File: src/sisp_defs.svh
// constants of the serial in-system programming link and both of its ends
// What this block does
// - programming only while target reset pin low
// - program/erase refused until programming-enable executed
// - device samples MOSI on rising SCK
// - device shifts MISO on falling SCK
// - host SCK phases exceed three CPU cycles
// - host holds reset and SCK low initially
// - host waits 20 ms before programming-enable
// - device echoes 0x53 during third enable byte
// - host always shifts all four bytes
// - no echo: pulse reset, resend programming-enable
// - page load carries 6 word bits, byte
// - host keeps queue order; low/high load order is the user's
// - page write with 7 MSB commits buffer
// - host idles link during flash write delay
// - waits 4.5/3.6/9.0 ms after writes, erase
// - EEPROM byte write auto-erases location
// - EEPROM byte write carries address and data
// - EEPROM page: 2 LSB load, commit
// - EEPROM page commit alters only loaded bytes
// - chip erase sets both arrays to 0xFF
// - read returns data during final byte
// - reset pin high leaves programming mode
// - poll answer bit 0 high while busy
`ifndef SISP_DEFS_SVH
`define SISP_DEFS_SVH

`define SISP_CLK_MHZ 20
`define SISP_SCK_MIN_PHASE_CYC 3
`define SISP_HALF_CYC (`SISP_SCK_MIN_PHASE_CYC + 1)
`define SISP_RST_PULSE_CYC 2
`define SISP_PWR_WAIT_US 20000
`define SISP_FLASH_WAIT_US 4500
`define SISP_FUSE_WAIT_US 4500
`define SISP_EE_WAIT_US 3600
`define SISP_ERASE_WAIT_US 9000
`define SISP_PWR_WAIT_CYC (`SISP_PWR_WAIT_US * `SISP_CLK_MHZ)
`define SISP_FLASH_WAIT_CYC (`SISP_FLASH_WAIT_US * `SISP_CLK_MHZ)
`define SISP_FUSE_WAIT_CYC (`SISP_FUSE_WAIT_US * `SISP_CLK_MHZ)
`define SISP_EE_WAIT_CYC (`SISP_EE_WAIT_US * `SISP_CLK_MHZ)
`define SISP_ERASE_WAIT_CYC (`SISP_ERASE_WAIT_US * `SISP_CLK_MHZ)

`define SISP_WORD_BITS 6
`define SISP_PAGE_BITS 7
`define SISP_EE_OFF_BITS 2
`define SISP_EE_BYTES 512
`define SISP_FIFO_W 32
`define SISP_FIFO_D 16
`define SISP_RETRY_MAX 2'h3

`define SISP_OP_PROG 8'hac
`define SISP_PE_ECHO 8'h53
`define SISP_SUB_ERASE 8'h80
`define SISP_SUB_LOCK 8'he0
`define SISP_SUB_FUSE_LO 8'ha0
`define SISP_SUB_FUSE_HI 8'ha8
`define SISP_SUB_FUSE_EXT 8'ha4
`define SISP_OP_POLL 8'hf0
`define SISP_OP_LD_LO 8'h40
`define SISP_OP_LD_HI 8'h48
`define SISP_OP_WR_PAGE 8'h4c
`define SISP_OP_RD_LO 8'h20
`define SISP_OP_RD_HI 8'h28
`define SISP_OP_EE_RD 8'ha0
`define SISP_OP_EE_WR 8'hc0
`define SISP_OP_EE_LD 8'hc1
`define SISP_OP_EE_PAGE 8'hc2
`define SISP_OP_RD_LOCK 8'h58
`define SISP_OP_RD_FUSE 8'h50
`define SISP_SUB_HI 8'h08
`define SISP_OP_RD_SIG 8'h30
`define SISP_OP_RD_CAL 8'h38
`define SISP_ERASED 8'hff

`endif

File: src/sisp_pkg.sv
// types shared by both ends of the programming link
`default_nettype none
package sisp_pkg;
`include "sisp_defs.svh"

    typedef enum logic [2:0] {
        SISP_H_WAIT, SISP_H_RUN, SISP_H_IDLE, SISP_H_SHIFT, SISP_H_PULSE, SISP_H_HOLD
    } sisp_hst_e;

    typedef struct packed {
        logic sck_m, sck_s, sck_d, mosi_m, mosi_s, rpin_m, rpin_s;
        logic [4:0] bitcnt;
        logic [31:0] rx;
        logic [7:0] tx;
        logic en;
        logic [7:0] lock, fuse_lo, fuse_hi, fuse_ext;
        logic [17:0] busy_cnt;
        logic cmt_on;
        logic [5:0] cmt_idx;
        logic [6:0] page;
        logic fl_we, fl_erase;
        logic [12:0] fl_addr;
        logic [15:0] fl_wdata;
        logic [63:0][15:0] pbuf;
        logic [3:0][7:0] epbuf;
        logic [3:0] emask;
        logic [511:0][7:0] ee;
    } sisp_dev_s;

    typedef struct packed {
        sisp_hst_e st;
        logic [1:0] ph;
        logic [4:0] bitn;
        logic [31:0] sh, cmd, rx;
        logic [18:0] tmr, want;
        logic sck, mosi, rpin_b, miso_m, miso_s;
        logic rsp_v, serr;
        logic [31:0] rsp;
        logic [1:0] retry;
    } sisp_host_s;
endpackage
`default_nettype wire

File: src/sisp_if.sv
// four-wire programming link between programmer and target
`default_nettype none
interface sisp_if;
    logic sck;
    logic mosi;
    logic miso;
    logic prog_rst_b;
    modport host (output sck, output mosi, output prog_rst_b, input miso);
    modport dev (input sck, input mosi, input prog_rst_b, output miso);
endinterface
`default_nettype wire

File: src/sisp_host.sv
// programmer end: command fifo and four-byte link master
`default_nettype none
`include "sisp_defs.svh"
module sisp_fifo #(
    parameter int W = 32,
    parameter int D = 16
) (
    // clock and reset
    input wire logic clk,
    input wire logic rst_b,
    // fill side
    input wire logic in_valid,
    output logic in_ready,
    input wire logic [W-1:0] in_data,
    // drain side
    output logic out_valid,
    input wire logic out_ready,
    output logic [W-1:0] out_data
);
    localparam int AW = $clog2(D);
    localparam int CW = $clog2(D + 1);

    typedef struct packed {
        logic [D-1:0][W-1:0] mem;
        logic [AW-1:0] wp;
        logic [AW-1:0] rp;
        logic [CW-1:0] cnt;
    } sisp_fifo_s;

    sisp_fifo_s st_r;
    sisp_fifo_s st_nxt;

    function automatic logic [AW-1:0] bump(input logic [AW-1:0] p);
        bump = (p == AW'(D - 1)) ? '0 : p + AW'(1);
    endfunction

    assign in_ready = st_r.cnt != CW'(D);
    assign out_valid = st_r.cnt != '0;
    assign out_data = st_r.mem[st_r.rp];

    always_comb begin
        logic push;
        logic pop;
        push = in_valid & in_ready;
        pop = out_valid & out_ready;
        st_nxt = st_r;
        if (push) begin
            st_nxt.mem[st_r.wp] = in_data;
            st_nxt.wp = bump(st_r.wp);
        end
        if (pop) begin
            st_nxt.rp = bump(st_r.rp);
        end
        if (push && !pop) begin
            st_nxt.cnt = st_r.cnt + CW'(1);
        end else if (pop && !push) begin
            st_nxt.cnt = st_r.cnt - CW'(1);
        end
    end

    always_ff @(posedge clk or negedge rst_b) begin
        if (!rst_b) begin
            st_r <= '0;
        end else begin
            st_r <= st_nxt;
        end
    end
endmodule

module sisp_host
    import sisp_pkg::*;
#(
    parameter int unsigned PWR_WAIT_CYC = `SISP_PWR_WAIT_CYC,
    parameter int unsigned FLASH_WAIT_CYC = `SISP_FLASH_WAIT_CYC,
    parameter int unsigned FUSE_WAIT_CYC = `SISP_FUSE_WAIT_CYC,
    parameter int unsigned EE_WAIT_CYC = `SISP_EE_WAIT_CYC,
    parameter int unsigned ERASE_WAIT_CYC = `SISP_ERASE_WAIT_CYC
) (
    // clock and reset
    input wire logic clk,
    input wire logic rst_b,
    // link
    sisp_if.host bus,
    // commands
    input wire logic cmd_valid,
    output logic cmd_ready,
    input wire logic [31:0] cmd_word,
    // answers
    output logic rsp_valid,
    output logic [31:0] rsp_word,
    output logic rsp_sync_err,
    // session control
    input wire logic run_target
);

    sisp_host_s st_r;
    sisp_host_s st_nxt;
    logic q_valid;
    logic q_ready;
    logic [31:0] q_word;

    // order of commands is kept, so byte load order is the user's
    sisp_fifo #(.W(`SISP_FIFO_W), .D(`SISP_FIFO_D)) u_fifo (
        .clk(clk),
        .rst_b(rst_b),
        .in_valid(cmd_valid),
        .in_ready(cmd_ready),
        .in_data(cmd_word),
        .out_valid(q_valid),
        .out_ready(q_ready),
        .out_data(q_word)
    );

    // no ready polling: every write simply sits out its fixed delay
    function automatic logic [18:0] wait_for(input logic [31:0] c);
        wait_for = 19'h00000;
        case (c[31:24])
            `SISP_OP_WR_PAGE: wait_for = 19'(FLASH_WAIT_CYC);
            `SISP_OP_EE_WR, `SISP_OP_EE_PAGE: wait_for = 19'(EE_WAIT_CYC);
            `SISP_OP_PROG: begin
                case (c[23:16])
                    `SISP_SUB_ERASE: wait_for = 19'(ERASE_WAIT_CYC);
                    `SISP_SUB_LOCK, `SISP_SUB_FUSE_LO, `SISP_SUB_FUSE_HI, `SISP_SUB_FUSE_EXT:
                        wait_for = 19'(FUSE_WAIT_CYC);
                    default: wait_for = 19'h00000;
                endcase
            end
            default: wait_for = 19'h00000;
        endcase
    endfunction

    assign q_ready = (st_r.st == SISP_H_IDLE) && !run_target;

    always_comb begin
        logic [31:0] rxn;
        logic miss;
        rxn = {st_r.rx[30:0], st_r.miso_s};
        miss = (st_r.cmd[31:16] == {`SISP_OP_PROG, `SISP_PE_ECHO}) && (rxn[15:8] != `SISP_PE_ECHO);
        st_nxt = st_r;
        st_nxt.miso_m = bus.miso;
        st_nxt.miso_s = st_r.miso_m;
        st_nxt.mosi = st_r.sh[31];
        st_nxt.rsp_v = 1'b0;
        case (st_r.st)
            SISP_H_WAIT: begin
                st_nxt.sck = 1'b0;
                st_nxt.rpin_b = 1'b0;
                if (run_target) begin
                    st_nxt.st = SISP_H_RUN;
                    st_nxt.rpin_b = 1'b1;
                end else if (st_r.tmr >= 19'(PWR_WAIT_CYC)) begin
                    st_nxt.st = SISP_H_IDLE;
                end else begin
                    st_nxt.tmr = st_r.tmr + 19'h00001;
                end
            end
            SISP_H_RUN: begin
                if (!run_target) begin
                    st_nxt.st = SISP_H_WAIT;
                    st_nxt.rpin_b = 1'b0;
                    st_nxt.tmr = 19'h00000;
                end
            end
            SISP_H_IDLE: begin
                if (run_target) begin
                    st_nxt.st = SISP_H_RUN;
                    st_nxt.rpin_b = 1'b1;
                end else if (q_valid) begin
                    st_nxt.cmd = q_word;
                    st_nxt.sh = q_word;
                    st_nxt.bitn = 5'h00;
                    st_nxt.ph = 2'h0;
                    st_nxt.retry = 2'h0;
                    st_nxt.st = SISP_H_SHIFT;
                end
            end
            SISP_H_SHIFT: begin
                st_nxt.ph = st_r.ph + 2'h1;
                if (st_r.ph == 2'(`SISP_HALF_CYC - 1)) begin
                    st_nxt.ph = 2'h0;
                    if (!st_r.sck) begin
                        st_nxt.sck = 1'b1;
                    end else begin
                        // miso sampled late in the high phase, after the target's update
                        st_nxt.sck = 1'b0;
                        st_nxt.rx = rxn;
                        st_nxt.sh = {st_r.sh[30:0], 1'b0};
                        st_nxt.bitn = st_r.bitn + 5'h01;
                        st_nxt.tmr = 19'h00000;
                        if (st_r.bitn == 5'h1f) begin
                            if (miss && st_r.retry != `SISP_RETRY_MAX) begin
                                st_nxt.st = SISP_H_PULSE;
                                st_nxt.rpin_b = 1'b1;
                                st_nxt.retry = st_r.retry + 2'h1;
                            end else begin
                                st_nxt.rsp_v = 1'b1;
                                st_nxt.rsp = rxn;
                                st_nxt.serr = miss;
                                st_nxt.want = wait_for(st_r.cmd);
                                st_nxt.st = SISP_H_HOLD;
                            end
                        end
                    end
                end
            end
            SISP_H_PULSE: begin
                if (st_r.tmr >= 19'(`SISP_RST_PULSE_CYC - 1)) begin
                    st_nxt.rpin_b = 1'b0;
                    st_nxt.sh = st_r.cmd;
                    st_nxt.bitn = 5'h00;
                    st_nxt.ph = 2'h0;
                    st_nxt.st = SISP_H_SHIFT;
                end else begin
                    st_nxt.tmr = st_r.tmr + 19'h00001;
                end
            end
            SISP_H_HOLD: begin
                if (st_r.tmr >= st_r.want) begin
                    st_nxt.st = SISP_H_IDLE;
                end else begin
                    st_nxt.tmr = st_r.tmr + 19'h00001;
                end
            end
            default: st_nxt.st = SISP_H_WAIT;
        endcase
    end

    always_ff @(posedge clk or negedge rst_b) begin
        if (!rst_b) begin
            st_r <= '0;
        end else begin
            st_r <= st_nxt;
        end
    end

    assign bus.sck = st_r.sck;
    assign bus.mosi = st_r.mosi;
    assign bus.prog_rst_b = st_r.rpin_b;
    assign rsp_valid = st_r.rsp_v;
    assign rsp_word = st_r.rsp;
    assign rsp_sync_err = st_r.serr;

endmodule
`default_nettype wire

File: src/flat_wrapper.sv
// flat-port wrapper written by rule: the top's interface ports become plain ports
module sisp_host_flat import sisp_pkg::*;
#(
    parameter int unsigned PWR_WAIT_CYC = `SISP_PWR_WAIT_CYC,
    parameter int unsigned FLASH_WAIT_CYC = `SISP_FLASH_WAIT_CYC,
    parameter int unsigned FUSE_WAIT_CYC = `SISP_FUSE_WAIT_CYC,
    parameter int unsigned EE_WAIT_CYC = `SISP_EE_WAIT_CYC,
    parameter int unsigned ERASE_WAIT_CYC = `SISP_ERASE_WAIT_CYC
)
  (clk, rst_b, cmd_valid, cmd_ready, cmd_word, rsp_valid, rsp_word, rsp_sync_err, run_target, bus_sck, bus_mosi, bus_prog_rst_b, bus_miso);
  sisp_if bus_i ();
  input wire logic clk;
  input wire logic rst_b;
  input wire logic cmd_valid;
  output logic cmd_ready;
  input wire logic [31:0] cmd_word;
  output logic rsp_valid;
  output logic [31:0] rsp_word;
  output logic rsp_sync_err;
  input wire logic run_target;
  output wire logic [$bits(bus_i.sck)-1:0] bus_sck;
  output wire logic [$bits(bus_i.mosi)-1:0] bus_mosi;
  output wire logic [$bits(bus_i.prog_rst_b)-1:0] bus_prog_rst_b;
  input wire logic [$bits(bus_i.miso)-1:0] bus_miso;
  assign bus_sck = bus_i.sck;
  assign bus_mosi = bus_i.mosi;
  assign bus_prog_rst_b = bus_i.prog_rst_b;
  assign bus_i.miso = bus_miso;
  sisp_host #(.PWR_WAIT_CYC(PWR_WAIT_CYC), .FLASH_WAIT_CYC(FLASH_WAIT_CYC), .FUSE_WAIT_CYC(FUSE_WAIT_CYC), .EE_WAIT_CYC(EE_WAIT_CYC), .ERASE_WAIT_CYC(ERASE_WAIT_CYC)) u_core (.clk(clk), .rst_b(rst_b), .bus(bus_i), .cmd_valid(cmd_valid), .cmd_ready(cmd_ready), .cmd_word(cmd_word), .rsp_valid(rsp_valid), .rsp_word(rsp_word), .rsp_sync_err(rsp_sync_err), .run_target(run_target));
endmodule
File: config.mk
export PLATFORM = sky130hd
export DESIGN_NAME = sisp_host_flat
export DESIGN_NICKNAME = d
export VERILOG_FILES = /design/src/sisp_pkg.sv /design/src/sisp_if.sv /design/src/sisp_host.sv /design/src/flat_wrapper.sv
export VERILOG_INCLUDE_DIRS = /design/src
export SDC_FILE = /design/constraint.sdc
export NUM_CORES = 1
export LEC_CHECK = 0
export BUFFER_PORTS_ARGS = -buffer_cell sky130_fd_sc_hd__buf_2
export CORE_UTILIZATION = 57
export DETAILED_ROUTE_END_ITERATION = 10
export GPL_ROUTABILITY_DRIVEN = 0
export PLACE_DENSITY = 0.81
export REMOVE_ABC_BUFFERS = 1
export SYNTH_ARGS = -nofsm -noshare
export SYNTH_HDL_FRONTEND = slang
export SYNTH_SLANG_ARGS = --single-unit
export TNS_END_PERCENT = 10
File: constraint.sdc
create_clock -name clk -period 3 [get_ports clk]
set_clock_uncertainty 0.05 [all_clocks]
set_input_delay 0.75 -clock clk [delete_from_list [all_inputs] [get_ports clk]]
set_output_delay 0.75 -clock clk [all_outputs]
set_load 0.005 [all_outputs]
## Word-level counts from Yosys, hierarchy flattened

Cells that the tools add are included.

| storage, ports and cells | value |
|---|---|
| input bits | 37 |
| memories | 0 |
| output and inout bits | 38 |
| bits in latches | 0 |
| bits in read-only memories | 0 |
| memory bits (writable) | 0 |
| bits in registers | 709 |

| cells by class | value |
|---|---|
| reduce and logical (&&, ||, !) cells | 29 |
| equal/unequal tests | 38 |
| multiplexer cells | 56 |
| div/mod/pow operators | 0 |
| bitwise logic cells | 4 |
| $lt $le $gt $ge | 6 |
| shifts and indexed selects | 0 |
| add/subtract/negate cells | 8 |
| $mul | 0 |

Operators by type and width:

| kind | count |
|---|---|
| $bwmux W512 | 1 |
| $mux W19 | 7 |
| $bmux W32 S4 | 1 |
| $demux W32 S4 | 1 |
| $pmux W39 S3 | 1 |
| $mux W36 | 3 |
| $pmux W19 S5 | 1 |
| $mux W42 | 2 |
| $mux W74 | 1 |
| $mux W71 | 1 |
| $mux W34 | 2 |
| $eq A8 B8 Y1 const B | 8 |
| $mux W32 | 2 |
| $pmux W18 S3 | 1 |
| $mux W39 | 1 |
| $mux W38 | 1 |
| $mux W37 | 1 |
| $pmux W18 S2 | 1 |
| $reduce_and A8 Y1 | 3 |
| $mux W3 | 7 |
| $add A19 B1 Y19 const B | 1 |
| $ge A19 B1 Y1 const B | 1 |
| $ge A19 B19 Y1 | 1 |
| $ge A19 B19 Y1 const B | 1 |
| 44 further kinds | 91 |

## Depth between registers and ports, before layout

| depth | value |
|---|---|
| depth after elaboration | 9 |
| mapped depth | 14 |
| gate-level depth less buffers | 12 |

## By module

From an unflattened synthesis, not the netlist that was laid out.

| second synthesis, totals | value |
|---|---|
| cell total of the unflattened synthesis | 2366 |
| area, all modules | 33657.3 sq um |

Modules (own cells, without submodules):

| module | instances | area an instance (sq um) | cells each |
|---|---|---|---|
| sisp_fifo | 1 | 25338.1 | 1538 |
| sisp_host | 1 | 8319.2 | 828 |

## Least setup slack after synthesis

OpenSTA, ideal clock, no wires.

| timing path | value |
|---|---|
| kind | reg-to-reg |
| start point | register u_core.u_fifo.st_r[0] (netlist bit) |
| end point | register u_core.u_fifo.st_r[4] (netlist bit) |
| buffers on the path | 2 |
| library setup time | 0.123 ns |
| data arrival time | 3.011 ns |
| clock period less this slack | 3.184 ns |
| stages on the path, launching flop included | 15 |
| setup slack | -0.184 ns |
| data required time | 2.827 ns |
| cells stage by stage | dfrtp_1 -> nor4_1 -> a21oi_1 -> and3_1 -> clkbuf_1 -> inv_1 -> clkbuf_1 -> ha_1 -> inv_1 -> fa_1 -> a21o_1 -> a21oi_1 -> xnor2_1 -> nor2_1 -> xnor2_1 |

| between the ends | value |
|---|---|
| longest elaborated chain between the ends | 5 |

RTL lines:

| item | line | RTL |
|---|---|---|
| start: declaration | sisp_host.sv:30 | `sisp_fifo_s st_r;` |
| start signal: assignment | sisp_host.sv:65 | `st_r <= st_nxt;` |
| parallel branches: the longest is 5 deep, another holds $sub A5 B1 Y5 | n/a |  |

Parallel ways; which one is timed is not known. The select of a mux whose other input is x is not followed.
A chain may end at the register's enable or synchronous reset.

## Worst setup path in the final report

Same ends and word-level chain as after synthesis.

==> impl_metrics.json <==
{
  "grt_remaining_overflow": 0,
  "post_cts_setup_inserts": 0,
  "avgRoutedWirePerCell_um": 23.6,
  "cellPowerDensity_nw_per_um2": 1050,
  "critical_path.endpoint_type": "register",
  "clk_transition_reported_paths_ns": 0.06,
  "grt_pass1_vias": 21300,
  "drt_pre_antenna_iters": 6,
  "cts.htree.levels": 3,
  "run_status": "completed",
  "floorplan.io_pins": 75,
  "hold-worst-slack_ns": 0.0475,
  "std_cell_rows": 86,
  "maxSlewViolCount": 0,
  "number_of_antenna_violations_at_the_first_check_in_global_routing": 4,
  "insertion_delay_ns": 0.61,
  "post_synth_num_cell_types": 65,
  "final.setup.tns_ns": 0,
  "crit_end": "u_core.u_fifo.st_r[4]",
  "numClockSinks": 696,
  "post-route-worst-setup-slack_ns": 0.191,
  "synth-seq-cells": 696,
  "cts_buffers": 73,
  "synth-main-ff-cell": "dfrtp_1",
  "worst_r2r_dst": "u_core.u_fifo.st_r[4]",
  "critPathMaxFanout": 4,
  "r2r_setup_slack_ns": 0.19,
  "final_cell_area_um2": 35800,
  "period_minus_slack_ns": 2.81,
  "synth_largest_area_cell": "dfrtp_1",
  "die-area_um2": 57100,
  "leakagePower_nw": 16.3,
  "finalHoldViolations": 0,
  "top_usage_layer": "met2",
  "synth-async-reset-ratio_pct": 100,
  "grt_first_pass_wirelength_um": 120000,
  "startpoint_type": "register",
  "total_power_mw": 37.6,
  "instances_no_fill": 3140,
  "critical-path-max-stage-delay_ns": 0.47,
  "timing.critical_path.required_ns": 3.44,
  "ctsRootBufferMaster": "clkbuf_16",
  "detail-route-antenna-nets": 0,
  "drtIter0Drc": 1920,
  "cpMaxStageDelayCell": "dfrtp_1",
  "maxCapViolations": 0,
  "drc_errors": 0,
  "syn_to_final_growth_pct": 11.8,
  "ir_worst_vdd_v": 0.000661,
  "final-setup-viol-count": 0,
  "post_synth_edffs": 0,
  "place.detailed.instances": 3009,
  "die-width_um": 239,
  "critPathLaunch": "u_core.u_fifo.st_r[0]",
  "post-route-period-util_pct": 93.6,
  "detailed_route_via_count": 20100,
  "post_synth_main_area_contributors": "dfrtp_1 54%, mux2_2 19%, mux4_2 6.8%, mux2i_1 2.3%, buf_4 1.6%",
  "max_freq_mhz": 356,
  "worst-r2r-cell-count": 12,
  "tritoncts": "built",
  "wirelength_um": 74200,
  "final_layout_size_suffix_gt1_share_pct": 40.1,
  "slew_headroom_pct": 35.8,
  "clockBufferDepth": 3,
  "dieHeight_um": 239,
  "track_usage_pct": 27.0,
  "synth-seq-area-share_pct": 54.4,
  "post_place_cell_area_um2": 33400,
  "synthCells": 2316,
  "yosysTopAreaCellShare_pct": 54.4,
  "cts.hold.buffers_added": 0,
  "grtUsageMet1_pct": 36.1,
  "post-route-util_pct": 64.7,
  "setup_slack_at_placement_ns": 0.0644,
  "number_of_buffers_inserted_by_port_buffering": 74,
  "arrival_ns": 3.25,
  "worst_hold_path_type": "input port to asynchronous set/reset pin",
  "global_route.usage.met2_pct": 44.6,
  "grt_start_max_net_pins": 84,
  "grt_setup_unrepaired": "false",
  "syn-mean-instance-area_um2": 13.8,
  "post_dp_hpwl_um": 46300,
  "syn_area_um2": 32000,
  "timing_worst_setup_path_type": "register to register",
  "worst-slew-pin-transition_ns": 0.952,
  "core_area_um2": 55300,
  "vias_per_cell": 6.40,
  "design.final.nets": 2404,
  "global_route.usage.met3_pct": 4.76,
  "worstReg2RegStart": "u_core.u_fifo.st_r[0]",
  "crit_chain": "nor4_4 > a21oi_1 > and3_1 > inv_1 > ha_1 > inv_1 > fa_1 > a21o_1 > a21oi_1 > xnor2_1 > nor2_1 > xnor2_1",
  "initial_core_util_pct": 57.9,
  "synthesis.yosys.warnings": 0
}
==> logic make-up after synthesis <==
family                     count (synthesis)  synth area share, %
and+or+nand+nor                          291                 4.43
muxes                                    747                 29.4
adders and majority gates                 32                 1.27
AOI/OAI and AO/OA                        299                 6.43
buffers and inverters                    243                 3.87
DFF                                      696                 54.4
xor gates and xnor gates                   8                0.219
==> Yosys cell counts, types with 7 or more instances <==
cell and n:
nand3_1 22, a22oi_1 33, dfrtp_1 696, o31ai_1 23
a31oi_1 8, a221oi_1 32, a21oi_1 82, mux2i_1 73
nor2_1 56, inv_1 24, buf_2 44, clkbuf_1 97
mux2_2 551, nand4_1 11, buf_4 70, nand3_2 12
a222oi_1 31, o21ai_0 51, and3_1 9, xnor2_1 7
ha_1 30, mux4_2 96, mux2_1 27, nand2_1 134
==> area by class of cell <==
| class | instances | area, µm² |
|---|---|---|
| antenna | 3 | 7.51 |
| clock buffer | 104 | 2140 |
| clock inverter | 24 | 280 |
| fill | 3895 | 19500 |
| inverter | 25 | 93.8 |
| multi-input combinational | 1377 | 13400 |
| sequential | 696 | 17400 |
| tap | 748 | 936 |
| timing repair buffer | 163 | 1510 |
==> registers in the layout, indices dropped and copies added, names as in the netlist <==
signal and flops:
u_core.st_r 132, u_core.st_nxt 2, u_core.u_fifo.st_r 525, u_core.bus.mosi 1, u_core.rsp_valid 1, u_core.bus.sck 1
u_core.rsp_word 32, u_core.bus.prog_rst_b 1, u_core.rsp_sync_err 1
==> critical path, delay by kind of cell, from the launching register on <==
| family | cells | cell delay [ns] |
|---|---|---|
| buffers and inverters | 2 | 0.19 |
| adders and majority gates | 2 | 0.62 |
| AOI/OAI and AO/OA | 3 | 0.48 |
| and+or+nand+nor | 3 | 0.60 |
| DFF | 1 | 0.47 |
| xor gates and xnor gates | 2 | 0.28 |
==> worst min-delay path by stage <==
stage,to,slack [ns],cells after the start
floorplan,u_core.st_r[36],0.28,0
global placement,u_core.st_r[36],0.28,0
detailed placement,u_core.st_r[36],0.31,0
CTS,u_core.st_r[68],0.05,1
global route,u_core.st_r[68],0.06,1
finish,u_core.st_r[68],0.05,1
==> repair_timing <==
| item | 4_1_cts | 5_1_grt |
|---|---|---|
| setup endpoints to repair | 0 | 2 |
| gates resized for setup | 0 | 2 |
| endpoints found under the hold margin | 0 | 0 |
==> metal layers <==
metal	share of wire (%)	wire, µm
met4	2.9	2120
met3	6.1	4550
met5	0.018	13
met2	50	36800
met1	41	30700
==> layout by cell type, fill, tap and decap left out, drive strengths merged, types with 4 or more instances in the layout <==
cell type / n
a211oi: 4
a21o: 6
a21oi: 82
a221oi: 32
a222oi: 31
a22oi: 33
a31oi: 8
and2: 5
and3: 9
buf: 163
bufinv: 5
clkbuf: 104
clkinv: 15
dfrtp: 696
ha: 30
inv: 28
mux2: 578
mux2i: 73
mux4: 96
nand2: 134
nand3: 34
nand4: 11
nor2: 56
nor2b: 6
nor3: 6
nor4: 7
o21ai: 56
o31ai: 28
xnor2: 7
==> report_power, final <==
part           internal, mW  leakage, nW  total, mW  switching, mW
registers              13.2         8.84       15.4           2.20
clock network          5.40         1.20       9.07           3.67
logic                  6.81         6.30       13.1           6.28
(Power assumes the default switching activity.)
